## src/common/isc_pkg.sv

```systemverilog
// constants and carrier types of the interrupt source control block
`default_nettype none
package isc_pkg;

  // ----------------------------------------------------------------
  // register addresses
  // ----------------------------------------------------------------
  localparam logic [15:0] ADDR_WAKEUP_EDGE_SELECT  = 16'hFF90;
  localparam logic [15:0] ADDR_EVENT_STATUS        = 16'hFF91;
  localparam logic [15:0] ADDR_EVENT_MASK          = 16'hFF92;
  localparam logic [15:0] ADDR_EXT_REQ_EDGE_SELECT = 16'hFFF2;
  localparam logic [15:0] ADDR_INT_ENABLE_ONE      = 16'hFFF3;
  localparam logic [15:0] ADDR_INT_ENABLE_TWO      = 16'hFFF4;
  localparam logic [15:0] ADDR_INT_FLAGS_ONE       = 16'hFFF6;
  localparam logic [15:0] ADDR_INT_FLAGS_TWO       = 16'hFFF7;
  localparam logic [15:0] ADDR_WAKEUP_FLAGS        = 16'hFFF9;

  // ----------------------------------------------------------------
  // reset values and fixed bits
  // ----------------------------------------------------------------
  localparam logic [7:0] RST_EDGE_SELECT  = 8'hE0;
  localparam logic [7:0] EDGE_SELECT_ONES = 8'hE0;
  localparam logic [7:0] RST_FLAGS_ONE    = 8'h20;
  localparam logic [7:0] FLAGS_ONE_ONES   = 8'h20;
  localparam logic [7:0] RST_ZERO         = 8'h00;
  localparam logic [2:0] RST_EVENT        = 3'h0;

  // ----------------------------------------------------------------
  // field positions
  // ----------------------------------------------------------------
  localparam int EXT_LINES  = 5;
  localparam int WAKE_LINES = 8;
  localparam int INT_EVENTS = 23;
  // enable one / flags one
  localparam int B1_TIMER_A = 7;
  localparam int B1_WAKE    = 5;
  // enable two / flags two
  localparam int B2_DIRECT  = 7;
  localparam int B2_CONV    = 6;
  localparam int B2_TIMER_G = 4;
  localparam int B2_TFH     = 3;
  localparam int B2_TFL     = 2;
  localparam int B2_TIMER_C = 1;
  localparam int B2_ASYNC   = 0;
  localparam logic [7:0] FLAGS_TWO_USED = 8'hDF;
  localparam logic [7:0] FLAGS_ONE_USED = 8'h9F;
  // event status bits
  localparam int EV_EXT_EDGE = 0;
  localparam int EV_INT_REQ  = 1;
  localparam int EV_BLOCKED  = 2;

  // ----------------------------------------------------------------
  // internal event input positions
  // ----------------------------------------------------------------
  localparam int IN_TA      = 0;
  localparam int IN_AEC     = 1;
  localparam int IN_TC_OVF  = 2;
  localparam int IN_TC_UDF  = 3;
  localparam int IN_TFL_CM  = 4;
  localparam int IN_TFL_OVF = 5;
  localparam int IN_TFH_CM  = 6;
  localparam int IN_TFH_OVF = 7;
  localparam int IN_TG_CAP  = 8;
  localparam int IN_TG_OVF  = 9;
  localparam int IN_SCI1_LO = 10;
  localparam int IN_SCI1_HI = 15;
  localparam int IN_SCI2_LO = 16;
  localparam int IN_SCI2_HI = 21;
  localparam int IN_AD      = 22;

  // ----------------------------------------------------------------
  // vector numbers
  // ----------------------------------------------------------------
  localparam logic [4:0] VEC_EXT0   = 5'h04;
  localparam logic [4:0] VEC_WAKE   = 5'h09;
  localparam logic [4:0] VEC_TA     = 5'h0B;
  localparam logic [4:0] VEC_AEC    = 5'h0C;
  localparam logic [4:0] VEC_TC     = 5'h0D;
  localparam logic [4:0] VEC_TFL    = 5'h0E;
  localparam logic [4:0] VEC_TFH    = 5'h0F;
  localparam logic [4:0] VEC_TG     = 5'h10;
  localparam logic [4:0] VEC_SCI1   = 5'h11;
  localparam logic [4:0] VEC_SCI2   = 5'h12;
  localparam logic [4:0] VEC_AD     = 5'h13;
  localparam logic [4:0] VEC_DIRECT = 5'h14;

  // ----------------------------------------------------------------
  // carriers
  // ----------------------------------------------------------------
  typedef struct packed {
    logic [15:0] addr;
    logic [7:0]  wdata;
    logic        wr;
    logic        rd;
  } isc_bus_req_t;

  typedef struct packed {
    logic        req;
    logic [4:0]  vector;
    logic [15:0] vec_addr;
  } isc_cpu_req_t;

endpackage
`default_nettype wire

```

## src/design/isc_top.sv

```systemverilog
// interrupt source control: edge detect, flags, enables, priority select
`default_nettype none

// Behaviour
// - take 13 external, 23 internal request sources
// - forward only highest priority pending source
// - mask bit set: flags still set, none accepted
// - each pin selects rising or falling edge
// - lower vector wins; pins 4..8, wake 9
// - timer A vector 11, async counter 12
// - timer C vector 13; timer F 14, 15
// - G 16, serials 17/18, converter 19, direct 20
// - never fetch from reserved vector addresses
// - flag registers clear on written zero only
// - edge-select low five bits pick pin polarity
// - edge-select top three bits read one
// - edge bit 4 also sets trigger polarity
// - registers take documented values at reset
// - zero selects falling, one selects rising
// - enable bit zero blocks, one passes request
module isc_top (
  // clock and reset
  input  wire logic                   clk,
  input  wire logic                   rst,
  // register port
  input  wire isc_pkg::isc_bus_req_t  bus_req,
  output logic [7:0]                  bus_rdata,
  // request pins
  input  wire logic [4:0]             ext_line,
  input  wire logic [7:0]             wake_line,
  input  wire logic                   converter_ext_trigger,
  output logic                        converter_trigger_pulse,
  // peripheral requests
  input  wire logic [22:0]            periph_event,
  input  wire logic                   direct_transfer_req,
  // cpu side
  input  wire logic                   cpu_global_mask,
  output isc_pkg::isc_cpu_req_t       cpu_req,
  // event interrupt
  output logic                        event_irq
);

  // ----------------------------------------------------------------
  // register state
  // ----------------------------------------------------------------
  logic [4:0]  edge_pol_ff;
  logic [7:0]  wake_pol_ff;
  logic [7:0]  enable_one_ff;
  logic [7:0]  enable_two_ff;
  logic [7:0]  flags_one_ff;
  logic [7:0]  flags_two_ff;
  logic [7:0]  wake_flags_ff;
  logic [2:0]  ev_status_ff;
  logic [2:0]  ev_mask_ff;
  logic [7:0]  rdata_ff;

  logic        wr_edge;
  logic        wr_wpol;
  logic        wr_en1;
  logic        wr_en2;
  logic        wr_f1;
  logic        wr_f2;
  logic        wr_wf;
  logic        wr_evs;
  logic        wr_evm;

  assign wr_edge = bus_req.wr && bus_req.addr == isc_pkg::ADDR_EXT_REQ_EDGE_SELECT;
  assign wr_wpol = bus_req.wr && bus_req.addr == isc_pkg::ADDR_WAKEUP_EDGE_SELECT;
  assign wr_en1  = bus_req.wr && bus_req.addr == isc_pkg::ADDR_INT_ENABLE_ONE;
  assign wr_en2  = bus_req.wr && bus_req.addr == isc_pkg::ADDR_INT_ENABLE_TWO;
  assign wr_f1   = bus_req.wr && bus_req.addr == isc_pkg::ADDR_INT_FLAGS_ONE;
  assign wr_f2   = bus_req.wr && bus_req.addr == isc_pkg::ADDR_INT_FLAGS_TWO;
  assign wr_wf   = bus_req.wr && bus_req.addr == isc_pkg::ADDR_WAKEUP_FLAGS;
  assign wr_evs  = bus_req.wr && bus_req.addr == isc_pkg::ADDR_EVENT_STATUS;
  assign wr_evm  = bus_req.wr && bus_req.addr == isc_pkg::ADDR_EVENT_MASK;

  // ----------------------------------------------------------------
  // pin edge detection
  // ----------------------------------------------------------------
  // primed blocks a false edge from the reset value of the history
  logic        primed_ff;
  logic [4:0]  ext_prev_ff;
  logic [7:0]  wake_prev_ff;
  logic        trig_prev_ff;
  logic [4:0]  ext_edge;
  logic [7:0]  wake_edge;
  logic        trig_edge;

  always_ff @(posedge clk) begin
    if (rst) begin
      primed_ff <= 1'h0;
    end else begin
      primed_ff <= 1'h1;
    end
  end

  always_ff @(posedge clk) begin
    if (rst) begin
      ext_prev_ff <= 5'h00;
    end else begin
      ext_prev_ff <= ext_line;
    end
  end

  always_ff @(posedge clk) begin
    if (rst) begin
      wake_prev_ff <= 8'h00;
    end else begin
      wake_prev_ff <= wake_line;
    end
  end

  always_ff @(posedge clk) begin
    if (rst) begin
      trig_prev_ff <= 1'h0;
    end else begin
      trig_prev_ff <= converter_ext_trigger;
    end
  end

  always_comb begin
    for (int i = 0; i < isc_pkg::EXT_LINES; i++) begin
      ext_edge[i] = primed_ff && (edge_pol_ff[i] ? (ext_line[i] && !ext_prev_ff[i])
                                                  : (!ext_line[i] && ext_prev_ff[i]));
    end
  end

  always_comb begin
    for (int i = 0; i < isc_pkg::WAKE_LINES; i++) begin
      wake_edge[i] = primed_ff && (wake_pol_ff[i] ? (wake_line[i] && !wake_prev_ff[i])
                                                   : (!wake_line[i] && wake_prev_ff[i]));
    end
  end

  // trigger shares polarity with the fifth request pin
  assign trig_edge = primed_ff && (edge_pol_ff[4] ? (converter_ext_trigger && !trig_prev_ff)
                                                  : (!converter_ext_trigger && trig_prev_ff));

  always_ff @(posedge clk) begin
    if (rst) begin
      converter_trigger_pulse <= 1'h0;
    end else begin
      converter_trigger_pulse <= trig_edge;
    end
  end

  // ----------------------------------------------------------------
  // edge select and enable registers
  // ----------------------------------------------------------------
  always_ff @(posedge clk) begin
    if (rst) begin
      edge_pol_ff <= isc_pkg::RST_EDGE_SELECT[4:0];
    end else begin
      if (wr_edge) begin
        edge_pol_ff <= bus_req.wdata[4:0];
      end
    end
  end

  always_ff @(posedge clk) begin
    if (rst) begin
      wake_pol_ff <= isc_pkg::RST_ZERO;
    end else begin
      if (wr_wpol) begin
        wake_pol_ff <= bus_req.wdata;
      end
    end
  end

  always_ff @(posedge clk) begin
    if (rst) begin
      enable_one_ff <= isc_pkg::RST_ZERO;
    end else begin
      if (wr_en1) begin
        enable_one_ff <= bus_req.wdata;
      end
    end
  end

  always_ff @(posedge clk) begin
    if (rst) begin
      enable_two_ff <= isc_pkg::RST_ZERO;
    end else begin
      if (wr_en2) begin
        enable_two_ff <= bus_req.wdata;
      end
    end
  end

  always_ff @(posedge clk) begin
    if (rst) begin
      ev_mask_ff <= isc_pkg::RST_EVENT;
    end else begin
      if (wr_evm) begin
        ev_mask_ff <= bus_req.wdata[2:0];
      end
    end
  end

  // ----------------------------------------------------------------
  // request flags
  // ----------------------------------------------------------------
  // a flag is set whatever the enable or cpu mask; set beats clear
  logic [7:0] set_one;
  logic [7:0] set_two;
  logic [7:0] clr_one;
  logic [7:0] clr_two;
  logic [7:0] clr_wake;

  always_comb begin
    set_one = 8'h00;
    set_one[4:0] = ext_edge;
    set_one[isc_pkg::B1_TIMER_A] = periph_event[isc_pkg::IN_TA];
  end

  always_comb begin
    set_two = 8'h00;
    set_two[isc_pkg::B2_ASYNC]   = periph_event[isc_pkg::IN_AEC];
    set_two[isc_pkg::B2_TIMER_C] = periph_event[isc_pkg::IN_TC_OVF] || periph_event[isc_pkg::IN_TC_UDF];
    set_two[isc_pkg::B2_TFL]     = periph_event[isc_pkg::IN_TFL_CM] || periph_event[isc_pkg::IN_TFL_OVF];
    set_two[isc_pkg::B2_TFH]     = periph_event[isc_pkg::IN_TFH_CM] || periph_event[isc_pkg::IN_TFH_OVF];
    set_two[isc_pkg::B2_TIMER_G] = periph_event[isc_pkg::IN_TG_CAP] || periph_event[isc_pkg::IN_TG_OVF];
    set_two[isc_pkg::B2_CONV]    = periph_event[isc_pkg::IN_AD];
    set_two[isc_pkg::B2_DIRECT]  = direct_transfer_req;
  end

  always_comb begin
    clr_one  = wr_f1 ? ~bus_req.wdata & isc_pkg::FLAGS_ONE_USED : 8'h00;
    clr_two  = wr_f2 ? ~bus_req.wdata & isc_pkg::FLAGS_TWO_USED : 8'h00;
    clr_wake = wr_wf ? ~bus_req.wdata : 8'h00;
  end

  always_ff @(posedge clk) begin
    if (rst) begin
      flags_one_ff <= isc_pkg::RST_FLAGS_ONE & isc_pkg::FLAGS_ONE_USED;
    end else begin
      flags_one_ff <= (flags_one_ff & ~clr_one) | set_one;
    end
  end

  always_ff @(posedge clk) begin
    if (rst) begin
      flags_two_ff <= isc_pkg::RST_ZERO;
    end else begin
      flags_two_ff <= (flags_two_ff & ~clr_two) | set_two;
    end
  end

  always_ff @(posedge clk) begin
    if (rst) begin
      wake_flags_ff <= isc_pkg::RST_ZERO;
    end else begin
      wake_flags_ff <= (wake_flags_ff & ~clr_wake) | wake_edge;
    end
  end

  // ----------------------------------------------------------------
  // candidates and priority select
  // ----------------------------------------------------------------
  logic [31:0] cand;
  logic        any_cand;
  logic [4:0]  win_vec;
  logic        sci1_req;
  logic        sci2_req;
  logic        pending;

  // serial channels keep their own flags and enables inside the channel
  assign sci1_req = |periph_event[isc_pkg::IN_SCI1_HI:isc_pkg::IN_SCI1_LO];
  assign sci2_req = |periph_event[isc_pkg::IN_SCI2_HI:isc_pkg::IN_SCI2_LO];

  always_comb begin
    cand = 32'h0000_0000;
    for (int i = 0; i < isc_pkg::EXT_LINES; i++) begin
      cand[isc_pkg::VEC_EXT0 + 5'(i)] = flags_one_ff[i] && enable_one_ff[i];
    end
    cand[isc_pkg::VEC_WAKE] = |wake_flags_ff && enable_one_ff[isc_pkg::B1_WAKE];
    cand[isc_pkg::VEC_TA]   = flags_one_ff[isc_pkg::B1_TIMER_A] && enable_one_ff[isc_pkg::B1_TIMER_A];
    cand[isc_pkg::VEC_AEC]  = flags_two_ff[isc_pkg::B2_ASYNC] && enable_two_ff[isc_pkg::B2_ASYNC];
    cand[isc_pkg::VEC_TC]   = flags_two_ff[isc_pkg::B2_TIMER_C] && enable_two_ff[isc_pkg::B2_TIMER_C];
    cand[isc_pkg::VEC_TFL]  = flags_two_ff[isc_pkg::B2_TFL] && enable_two_ff[isc_pkg::B2_TFL];
    cand[isc_pkg::VEC_TFH]  = flags_two_ff[isc_pkg::B2_TFH] && enable_two_ff[isc_pkg::B2_TFH];
    cand[isc_pkg::VEC_TG]   = flags_two_ff[isc_pkg::B2_TIMER_G] && enable_two_ff[isc_pkg::B2_TIMER_G];
    cand[isc_pkg::VEC_SCI1] = sci1_req;
    cand[isc_pkg::VEC_SCI2] = sci2_req;
    cand[isc_pkg::VEC_AD]   = flags_two_ff[isc_pkg::B2_CONV] && enable_two_ff[isc_pkg::B2_CONV];
    cand[isc_pkg::VEC_DIRECT] = flags_two_ff[isc_pkg::B2_DIRECT] && enable_two_ff[isc_pkg::B2_DIRECT];
  end

  // scan downward so the lowest pending vector is the last one kept
  always_comb begin
    win_vec = isc_pkg::VEC_DIRECT;
    for (int v = 31; v >= 0; v--) begin
      if (cand[v]) begin
        win_vec = 5'(v);
      end
    end
  end

  // only vectors 4..9 and 11..20 exist, so reserved addresses never appear
  assign pending  = |cand;
  assign any_cand = pending && !cpu_global_mask;

  always_ff @(posedge clk) begin
    if (rst) begin
      cpu_req.req      <= 1'h0;
      cpu_req.vector   <= 5'h00;
      cpu_req.vec_addr <= 16'h0000;
    end else begin
      cpu_req.req      <= any_cand;
      cpu_req.vector   <= any_cand ? win_vec : 5'h00;
      cpu_req.vec_addr <= any_cand ? {10'h000, win_vec, 1'h0} : 16'h0000;
    end
  end

  // ----------------------------------------------------------------
  // event status, mask and interrupt line
  // ----------------------------------------------------------------
  logic [2:0] ev_set;

  always_comb begin
    ev_set = 3'h0;
    ev_set[isc_pkg::EV_EXT_EDGE] = |ext_edge || |wake_edge;
    ev_set[isc_pkg::EV_INT_REQ]  = |set_two || set_one[isc_pkg::B1_TIMER_A];
    ev_set[isc_pkg::EV_BLOCKED]  = pending && cpu_global_mask;
  end

  always_ff @(posedge clk) begin
    if (rst) begin
      ev_status_ff <= isc_pkg::RST_EVENT;
    end else begin
      ev_status_ff <= (ev_status_ff & ~(wr_evs ? bus_req.wdata[2:0] : 3'h0)) | ev_set;
    end
  end

  always_ff @(posedge clk) begin
    if (rst) begin
      event_irq <= 1'h0;
    end else begin
      event_irq <= |(((ev_status_ff & ~(wr_evs ? bus_req.wdata[2:0] : 3'h0)) | ev_set) & ev_mask_ff);
    end
  end

  // ----------------------------------------------------------------
  // read port
  // ----------------------------------------------------------------
  logic [7:0] rd_mux;

  always_comb begin
    case (bus_req.addr)
      isc_pkg::ADDR_EXT_REQ_EDGE_SELECT: rd_mux = isc_pkg::EDGE_SELECT_ONES | {3'h0, edge_pol_ff};
      isc_pkg::ADDR_WAKEUP_EDGE_SELECT:  rd_mux = wake_pol_ff;
      isc_pkg::ADDR_INT_ENABLE_ONE:      rd_mux = enable_one_ff;
      isc_pkg::ADDR_INT_ENABLE_TWO:      rd_mux = enable_two_ff;
      isc_pkg::ADDR_INT_FLAGS_ONE:       rd_mux = flags_one_ff | isc_pkg::FLAGS_ONE_ONES;
      isc_pkg::ADDR_INT_FLAGS_TWO:       rd_mux = flags_two_ff;
      isc_pkg::ADDR_WAKEUP_FLAGS:        rd_mux = wake_flags_ff;
      isc_pkg::ADDR_EVENT_STATUS:        rd_mux = {5'h00, ev_status_ff};
      isc_pkg::ADDR_EVENT_MASK:          rd_mux = {5'h00, ev_mask_ff};
      default:                           rd_mux = 8'h00;
    endcase
  end

  always_ff @(posedge clk) begin
    if (rst) begin
      rdata_ff <= 8'h00;
    end else begin
      rdata_ff <= bus_req.rd ? rd_mux : 8'h00;
    end
  end

  assign bus_rdata = rdata_ff;

endmodule
`default_nettype wire

```

## config.mk

```make
export PLATFORM = sky130hd
export DESIGN_NAME = isc_top
export DESIGN_NICKNAME = d
export VERILOG_FILES = /design/src/common/isc_pkg.sv /design/src/design/isc_top.sv
export SDC_FILE = /design/constraint.sdc
export NUM_CORES = 1
export LEC_CHECK = 0
export ABC_AREA = 1
export BUFFER_PORTS_ARGS = -buffer_cell sky130_fd_sc_hd__buf_2
export CORE_UTILIZATION = 40
export CTS_BUF_LIST = sky130_fd_sc_hd__clkbuf_8
export DETAILED_ROUTE_END_ITERATION = 16
export GPL_ROUTABILITY_DRIVEN = 1
export HOLD_SLACK_MARGIN = 0.12
export PLACE_DENSITY_LB_ADDON = 0.1
export SLEW_MARGIN = 20
export SYNTH_ARGS = -nofsm -noshare
export SYNTH_HDL_FRONTEND = slang
export SYNTH_SLANG_ARGS = --single-unit
```

## constraint.sdc

```tcl
create_clock -name clk -period 1.7 [get_ports clk]
set_input_delay 0.34 -clock clk [delete_from_list [all_inputs] [get_ports clk]]
set_output_delay 0.34 -clock clk [all_outputs]
set_load 0.02 [all_outputs]
```

==> results of run 1 <==
[critical path, delay by kind of cell, from the launching register on]
| kind | cells | cell delay, ns |
|---|---|---|
| AND/OR/NAND/NOR | 8 | 0.84 |
| flip-flops | 1 | 0.33 |
| AO/OA/AOI/OAI | 2 | 0.32 |
[area by class of cell]
cell class                      count  area share [%]
Multi-Input combinational cell    428            39.3
Inverter                           67            4.72
Timing Repair Buffer              128            15.1
Clock inverter                      5            2.42
Clock buffer                       10            2.58
Tap cell                          136            3.19
Sequential cell                    87            32.7
[through the flow]
step	utilization, %	hold WS [ns]
floorplan	-	0.419
global placement	48.5	0.475
detailed placement	48.5	0.484
CTS	51.1	0.163
global route	51.9	0.205
finish	51.9	0.197
[timing repair]
| item | 4_1_cts | 5_1_grt |
|---|---|---|
| setup buffers | 0 | 4 |
| resized for setup | 1 | 15 |
| endpoints found under the setup margin | 1 | 7 |
| pin swaps | 0 | 5 |
[power by group through the flow]
stage	sequential, W	combinational (W)	clock (W)
3_3_place_gp	0.00217	0.000360	0
3_5_place_dp	0.00217	0.000366	0
2_1_floorplan	0.00217	0.000208	0
6_report	0.00213	0.000375	0.00193
5_1_grt	0.00214	0.000416	0.00204
4_1_cts	0.00213	0.000368	0.00196
[cells by family after synthesis]
family          share of synthesized area [%]
flops                                    41.4
compound gates                           16.5
buf+inv                                  10.8
simple gates                             31.2
other cells                            0.0892
[worst max path at each step]
stage                                 end  slack, ns  cells after the start
after detailed placement        event_irq       -0.1                     10
after global routing            event_irq      -0.06                     10
after global placement       bus_rdata[4]      -0.11                     10
final                           event_irq       0.08                     10
after CTS                       event_irq     -0.004                     10
after floorplan           flags_one_ff[0]       0.16                      8
[registers in the layout (all words and copies together), names as in the netlist, 3 cells and up]
signal and flops:
flags_two_ff 7, ev_mask_ff 3, wake_flags_ff 8, bus_rdata 8
wake_pol_ff 8, ext_prev_ff 5, enable_two_ff 8, enable_one_ff 8
cpu_req 6, edge_pol_ff 5, wake_prev_ff 8, flags_one_ff 6
ev_status_ff 3
[Yosys cell counts, drive strengths merged]
cell type | n | area share [%]
o211ai | 2 | 0.36
nand3 | 34 | 4.3
inv | 67 | 6.0
clkbuf | 9 | 0.80
o21ai | 52 | 6.2
nand4 | 17 | 3.2
a21oi | 43 | 5.1
conb | 1 | 0.089
o22ai | 3 | 0.45
or2 | 1 | 0.15
nor3b | 1 | 0.18
buf | 21 | 4.0
nor3 | 8 | 1.2
dfxtp | 87 | 41
a211oi | 21 | 4.0
a31oi | 3 | 0.45
nor2 | 105 | 11
nor4 | 1 | 0.15
nand2 | 126 | 11
[metal layers]
layer	global-route usage [%]	wire length, um	vias up	part of all wire, %
li1	-	-	2185	-
met1	32.0	5920	1940	48
met2	36.3	5540	139	45
met3	2.87	603	22	4.9
met4	10.3	310	0	2.5
met5	0	0	-	0
==> impl_results.md, run 1 <==
* Hold Path Sink: ext_prev_ff[4]
* Initial antenna violation count at 0
* Layout cell share with drive strength beyond 1 at 25.0%
* Measured slew at the worst slew-check pin at 0.536 ns
* Die Area at 10900 um2
* Final Wtd Congestion at 0.925
* Fmax at between 600 and 700 MHz
* Vias in the first global route at approximately 3800
* 1st-iter DRT viols at a little under 200
* Nets at 788
* Crit path time final at roughly 1.6 ns
* Clock Tree Root: clkbuf_8
* H-tree depth at 3
* DR pass1 iterations at 5
* CP max-delay cell: dfxtp_2
* Total global-route track usage at ~23%
* Initial Util at between 40 and 50%
* Mapped Cells at 602
* DR WL/cell at 14.4 um
* Register-to-Register Path Depth at 10
* WHS Path Cells at 3
* Setup ws final at between 0.08 and 0.09 ns
* Fill cell count at 1067
* Clk_lat worst skew at 0.37 ns
* Non-Filler Instances at ~860
* Yosys reg bits at 87
* TritonCTS clock tree: yes
* WP data required at 1.95 ns
* Avg Inst Size Synth at around 7 um2
* Die W at 105 um
* Placed Cells at 842
* Max VDD drop at 0.000432 V
* Critical path startpoint: wake_flags_ff[4]
* Post-CTS Hold Buffers at 0
* Most common cell after layout, fill and taps aside: nand2_1
* Die Y at 105 um
* Area of the multi-input gates at about 2100 um2
* Rel. slew slack at ~64%
* Register area share after synthesis at 41.4%
* TNS Setup at 0 ns
* Diodes inserted at 0
* Cell Pwr Density at 831 nW/um2
* Total core area at 10300 um2
* Arrival time worst endpoint at 1.87 ns
* Area grow syn2layout at 26.8%
* Cell Int Power at 0.00339 W
* Fin Clk Skew at 0.0135 ns
* Unrepaired setup endpoints after global routing: true
* Outcome: complete, no violations
* Worst r2r src: wake_flags_ff[4]
* Total Wirelength at 12.4 mm
* IO Port Bufs at 87
* Hold wc startpoint: ext_line[4]
* # setup viols final at 0
* Most frequent cells in the layout: 121 x nand2_1, 93 x nor2_1, 87 x buf_2, 84 x dfxtp_1, 62 x inv_1
* Dpl cell area at 4990 um2
* I/O pin count at 99
* LEAKAGE at 2.45 nW
* Delay of the slowest critical-path stage at 0.33 ns
* DP HPWL at 9.60 mm
* Sw frac at 23.5%
* Pre-CTS setup slack at -0.0992 ns
* Setup Crit Path Kind: reg -> reg
* Synthesis Warnings at 0
* Gate power share at 8.5%
* Power Total at 0.00443 W
* Flop pwr share at 48.0%
* Vias at 4286
* Row count at 37
* Period utilization at 95.1%
* Post-Syn Area at approximately 4200 um2
* Sink Count at 87
* FF-to-FF End: event_irq
* Clock network power share at 43.5%
* Storage cell area at 1750 um2
* DRC Markers at 0
* Synth cell types at 31
* CTS clk-pin slew, worst paths at 0.09 ns
* CTS buffer count at 9
* CP Cell Sequence: nor2_2 -> nand4_1 -> nand2_1 -> nand2_2 -> a21oi_2 -> nand2_2 -> o21ai_4 -> nand2_1 -> nand3_1 -> nand3_1
* Sw power at around 0.0010 W
* Final hold viol count at 0
* Max-slew violation count at 0
* Maximum fanout along the worst path at 3
* Final Cell Area at 5330 um2
* Max_cap viols at 0
* Largest net degree at the start of global routing at 61
* CP Capture Type: flip-flop
* First-pass GRT wire length at slightly below 20 mm
* HP Class: in -> reg
* GR Overflow Total at 0
* R2r setup slk at 0.08 ns
* Max Root-Sink Buffers at 2
* Antenna-violating nets left at 0
* Worst Setup Start Kind: flip-flop
* Drt via density at 4.98
Power figures use the tool's default switching activity.
==> inputs of run 2 (changes only) <==
--- a/config.mk
+++ b/config.mk
@@ -12,7 +12,6 @@
 export DETAILED_ROUTE_END_ITERATION = 16
 export GPL_ROUTABILITY_DRIVEN = 1
 export HOLD_SLACK_MARGIN = 0.12
-export PLACE_DENSITY_LB_ADDON = 0.1
 export SLEW_MARGIN = 20
 export SYNTH_ARGS = -nofsm -noshare
 export SYNTH_HDL_FRONTEND = slang
==> run 2 against run 1 <==
Net effect:
- clock skew fell by 0.00064 ns
- clock power fell by 27%
- hold slack improved by 0.0027 ns
- final cell count rose by 0.46%
- flip-flop and latch count did not move
- global-route usage fell by 0.14 points
- utilization fell by 0.85 points
- maximum frequency rose by 1.9%
- largest power group unchanged
- design area fell by 1.6%
- sequential share of layout area rose by 0.59 points
==> impl_results.md, run 2 (same netlist as run 1, synthesis figures left out) <==
* Outcome: complete, no violations
* IO Port Bufs at 87 (unchanged)
* Clock Tree Root: clkbuf_8
* Max Root-Sink Buffers at 2 (unchanged)
* Post-CTS Hold Buffers at 0 (unchanged)
* Setup Crit Path Kind: reg -> reg
* CTS clk-pin slew, worst paths at 0.09 ns (about the same)
* Die Area at 10900 um2 (unchanged)
* Pre-CTS setup slack at -0.140 ns (-0.0406 ns)
* Crit path time final at 1.59 ns (-0.0308 ns)
* Drt via density at 4.98 (about the same)
* DR pass1 iterations at 5 (unchanged)
* Maximum fanout along the worst path at 5 (+2)
* Register-to-Register Path Depth at 10 (unchanged)
* Total global-route track usage at 23.1% (-0.14 points)
* Gate power share at 9.6% (+1.1 points)
* 1st-iter DRT viols at 253 (+27%)
* Non-Filler Instances at 865 (+0.46%)
* Vias in the first global route at 4035 (+4.9%)
* DRC Markers at 0 (unchanged)
* Finished Core Util at 51.0% (-0.85 points)
* Max_cap viols at 0 (unchanged)
* R2r setup slk at 0.11 ns (+0.03 ns)
* Nets at 791 (+0.38%)
* Worst setup path endpoint: cpu_req[2]
* I/O pin count at 99 (unchanged)
* Most common cell after layout, fill and taps aside: nand2_1
* Initial Util at 40.9% (unchanged)
* Placed Cells at 845 (+0.36%)
* Min Hold Slack at 0.200 ns (+0.00269 ns)
* Vias at 4307 (+0.49%)
* Total Wirelength at 12.2 mm (-1.3%)
* DR WL/cell at 14.1 um (-1.8%)
* First-pass GRT wire length at 19.8 mm (+1.5%)
* Most frequent cells in the layout: 121 x nand2_1, 94 x nor2_1, 87 x buf_2, 82 x dfxtp_1, 63 x inv_1
* Critical path startpoint: flags_one_ff[1]
* CTS buffer count at 9 (unchanged)
* Fmax at 630 MHz (+1.9%)
* Flop pwr share at 54.4% (+6.4 points)
* Worst r2r src: flags_one_ff[1]
* Cell Int Power at 0.00286 W (-16%)
* Cell Pwr Density at 746 nW/um2 (-10%)
* Max VDD drop at 0.000469 V (+8.4%)
* WP data required at 1.94 ns (about the same)
* # setup viols final at 0 (unchanged)
* CP Capture Type: flip-flop
* TNS Setup at 0 ns (unchanged)
* Largest net degree at the start of global routing at 41 (-33%)
* Period utilization at 93.3% (-1.8 points)
* TritonCTS clock tree: yes
* Arrival time worst endpoint at 1.83 ns (-0.04 ns)
* Clk_lat worst skew at 0.36 ns (about the same)
* Sw power at 0.00106 W (+1.5%)
* Final hold viol count at 0 (unchanged)
* Final Wtd Congestion at 0.980 (+6.0%)
* Fin Clk Skew at 0.0129 ns (-0.000644 ns)
* Worst Setup Start Kind: flip-flop
* Layout cell share with drive strength beyond 1 at 25.2% (+0.27 points)
* Antenna-violating nets left at 0 (unchanged)
* Sink Count at 87 (unchanged)
* GR Overflow Total at 0 (unchanged)
* Initial antenna violation count at 0 (unchanged)
* Diodes inserted at 0 (unchanged)
* H-tree depth at 3 (unchanged)
* Total core area at 10300 um2 (unchanged)
* DP HPWL at 9.67 mm (+0.78%)
* LEAKAGE at 2.43 nW (-0.84%)
* Area grow syn2layout at 24.7%
* Die Y at 105 um (unchanged)
* Clock network power share at 36.0% (-7.5 points)
* HP Class: in -> reg
* Max-slew violation count at 0 (unchanged)
* Setup ws final at 0.114 ns (+0.0308 ns)
* Sw frac at 27.0% (+3.5 points)
* Row count at 37 (unchanged)
* FF-to-FF End: cpu_req[2]
* Die W at 105 um (unchanged)
[run 2: cell types whose count changed in the layout (fill, tap and decap cells not counted), moves of 2 or more]
cell / change
buf_12: -2
buf_4: +5
bufinv_16: -4
clkinv_4: +2
dfxtp_1: -2
dfxtp_2: +2
[run 2: power by group through the flow]
stage                     Combinational (W)  Clock (W)  Sequential [W]
final                              0.000377    0.00141         0.00213
after floorplan                    0.000208          0         0.00217
after global routing               0.000420    0.00152         0.00213
after global placement             0.000361          0         0.00217
after CTS                          0.000369    0.00144         0.00212
after detailed placement           0.000368          0         0.00217
[run 2: worst min-delay path by stage]
| stage | from | end | slack, ns | depth (start not counted) |
|---|---|---|---|---|
| floorplan | cpu_global_mask | cpu_req[3] | 0.42 | 1 |
| global placement | ev_mask_ff[0] | ev_mask_ff[0] | 0.47 | 2 |
| detailed placement | ev_mask_ff[0] | ev_mask_ff[0] | 0.47 | 2 |
| CTS | cpu_global_mask | cpu_req[3] | 0.18 | 2 |
| global route | wake_line[4] | wake_prev_ff[4] | 0.20 | 3 |
| finish | wake_line[2] | wake_prev_ff[2] | 0.20 | 3 |
[run 2: metrics by stage]
step / power [W] / instance area (um2)
2_1_floorplan: 0.00237 / 4240
3_3_place_gp: 0.00253 / 4980
3_5_place_dp: 0.00254 / 4980
4_1_cts: 0.00394 / 5180
5_1_grt: 0.00408 / 5250
6_report: 0.00391 / 5250
[run 2: layer usage]
| layer | track usage (%) | up-vias | share of wire, % |
|---|---|---|---|
| met5 | 0 | - | 0 |
| met4 | 7.76 | 0 | 1.7 |
| met3 | 3.62 | 18 | 5.9 |
| met2 | 36.2 | 141 | 45 |
| met1 | 32.2 | 1955 | 47 |
| li1 | - | 2193 | - |
[run 2: final cells by class]
cell class | instances | area, um2
Tap cell | 136 | 170
Inverter | 67 | 251
Multi-Input combinational cell | 428 | 2080
Clock buffer | 11 | 151
Timing Repair Buffer | 131 | 803
Sequential cell | 87 | 1750
Fill cell | 1050 | 5030
Clock inverter | 5 | 41.3
[run 2: critical path, cell delays in order (launching register included)]
cell     delay [ns]
dfxtp_1        0.36
nand2_1        0.13
nand2_1        0.07
nor2_1         0.16
inv_1          0.09
a21oi_1        0.13
nand2_1        0.13
nor2_1         0.20
nor3_2         0.09
nand3_1        0.08
nor2_1         0.04
[run 2: what timing repair did]
item	CTS	global route
endpoints found under the setup margin	1	7
setup buffers	0	4
pin swaps	0	7
cloned	0	0
gates resized for setup	1	14
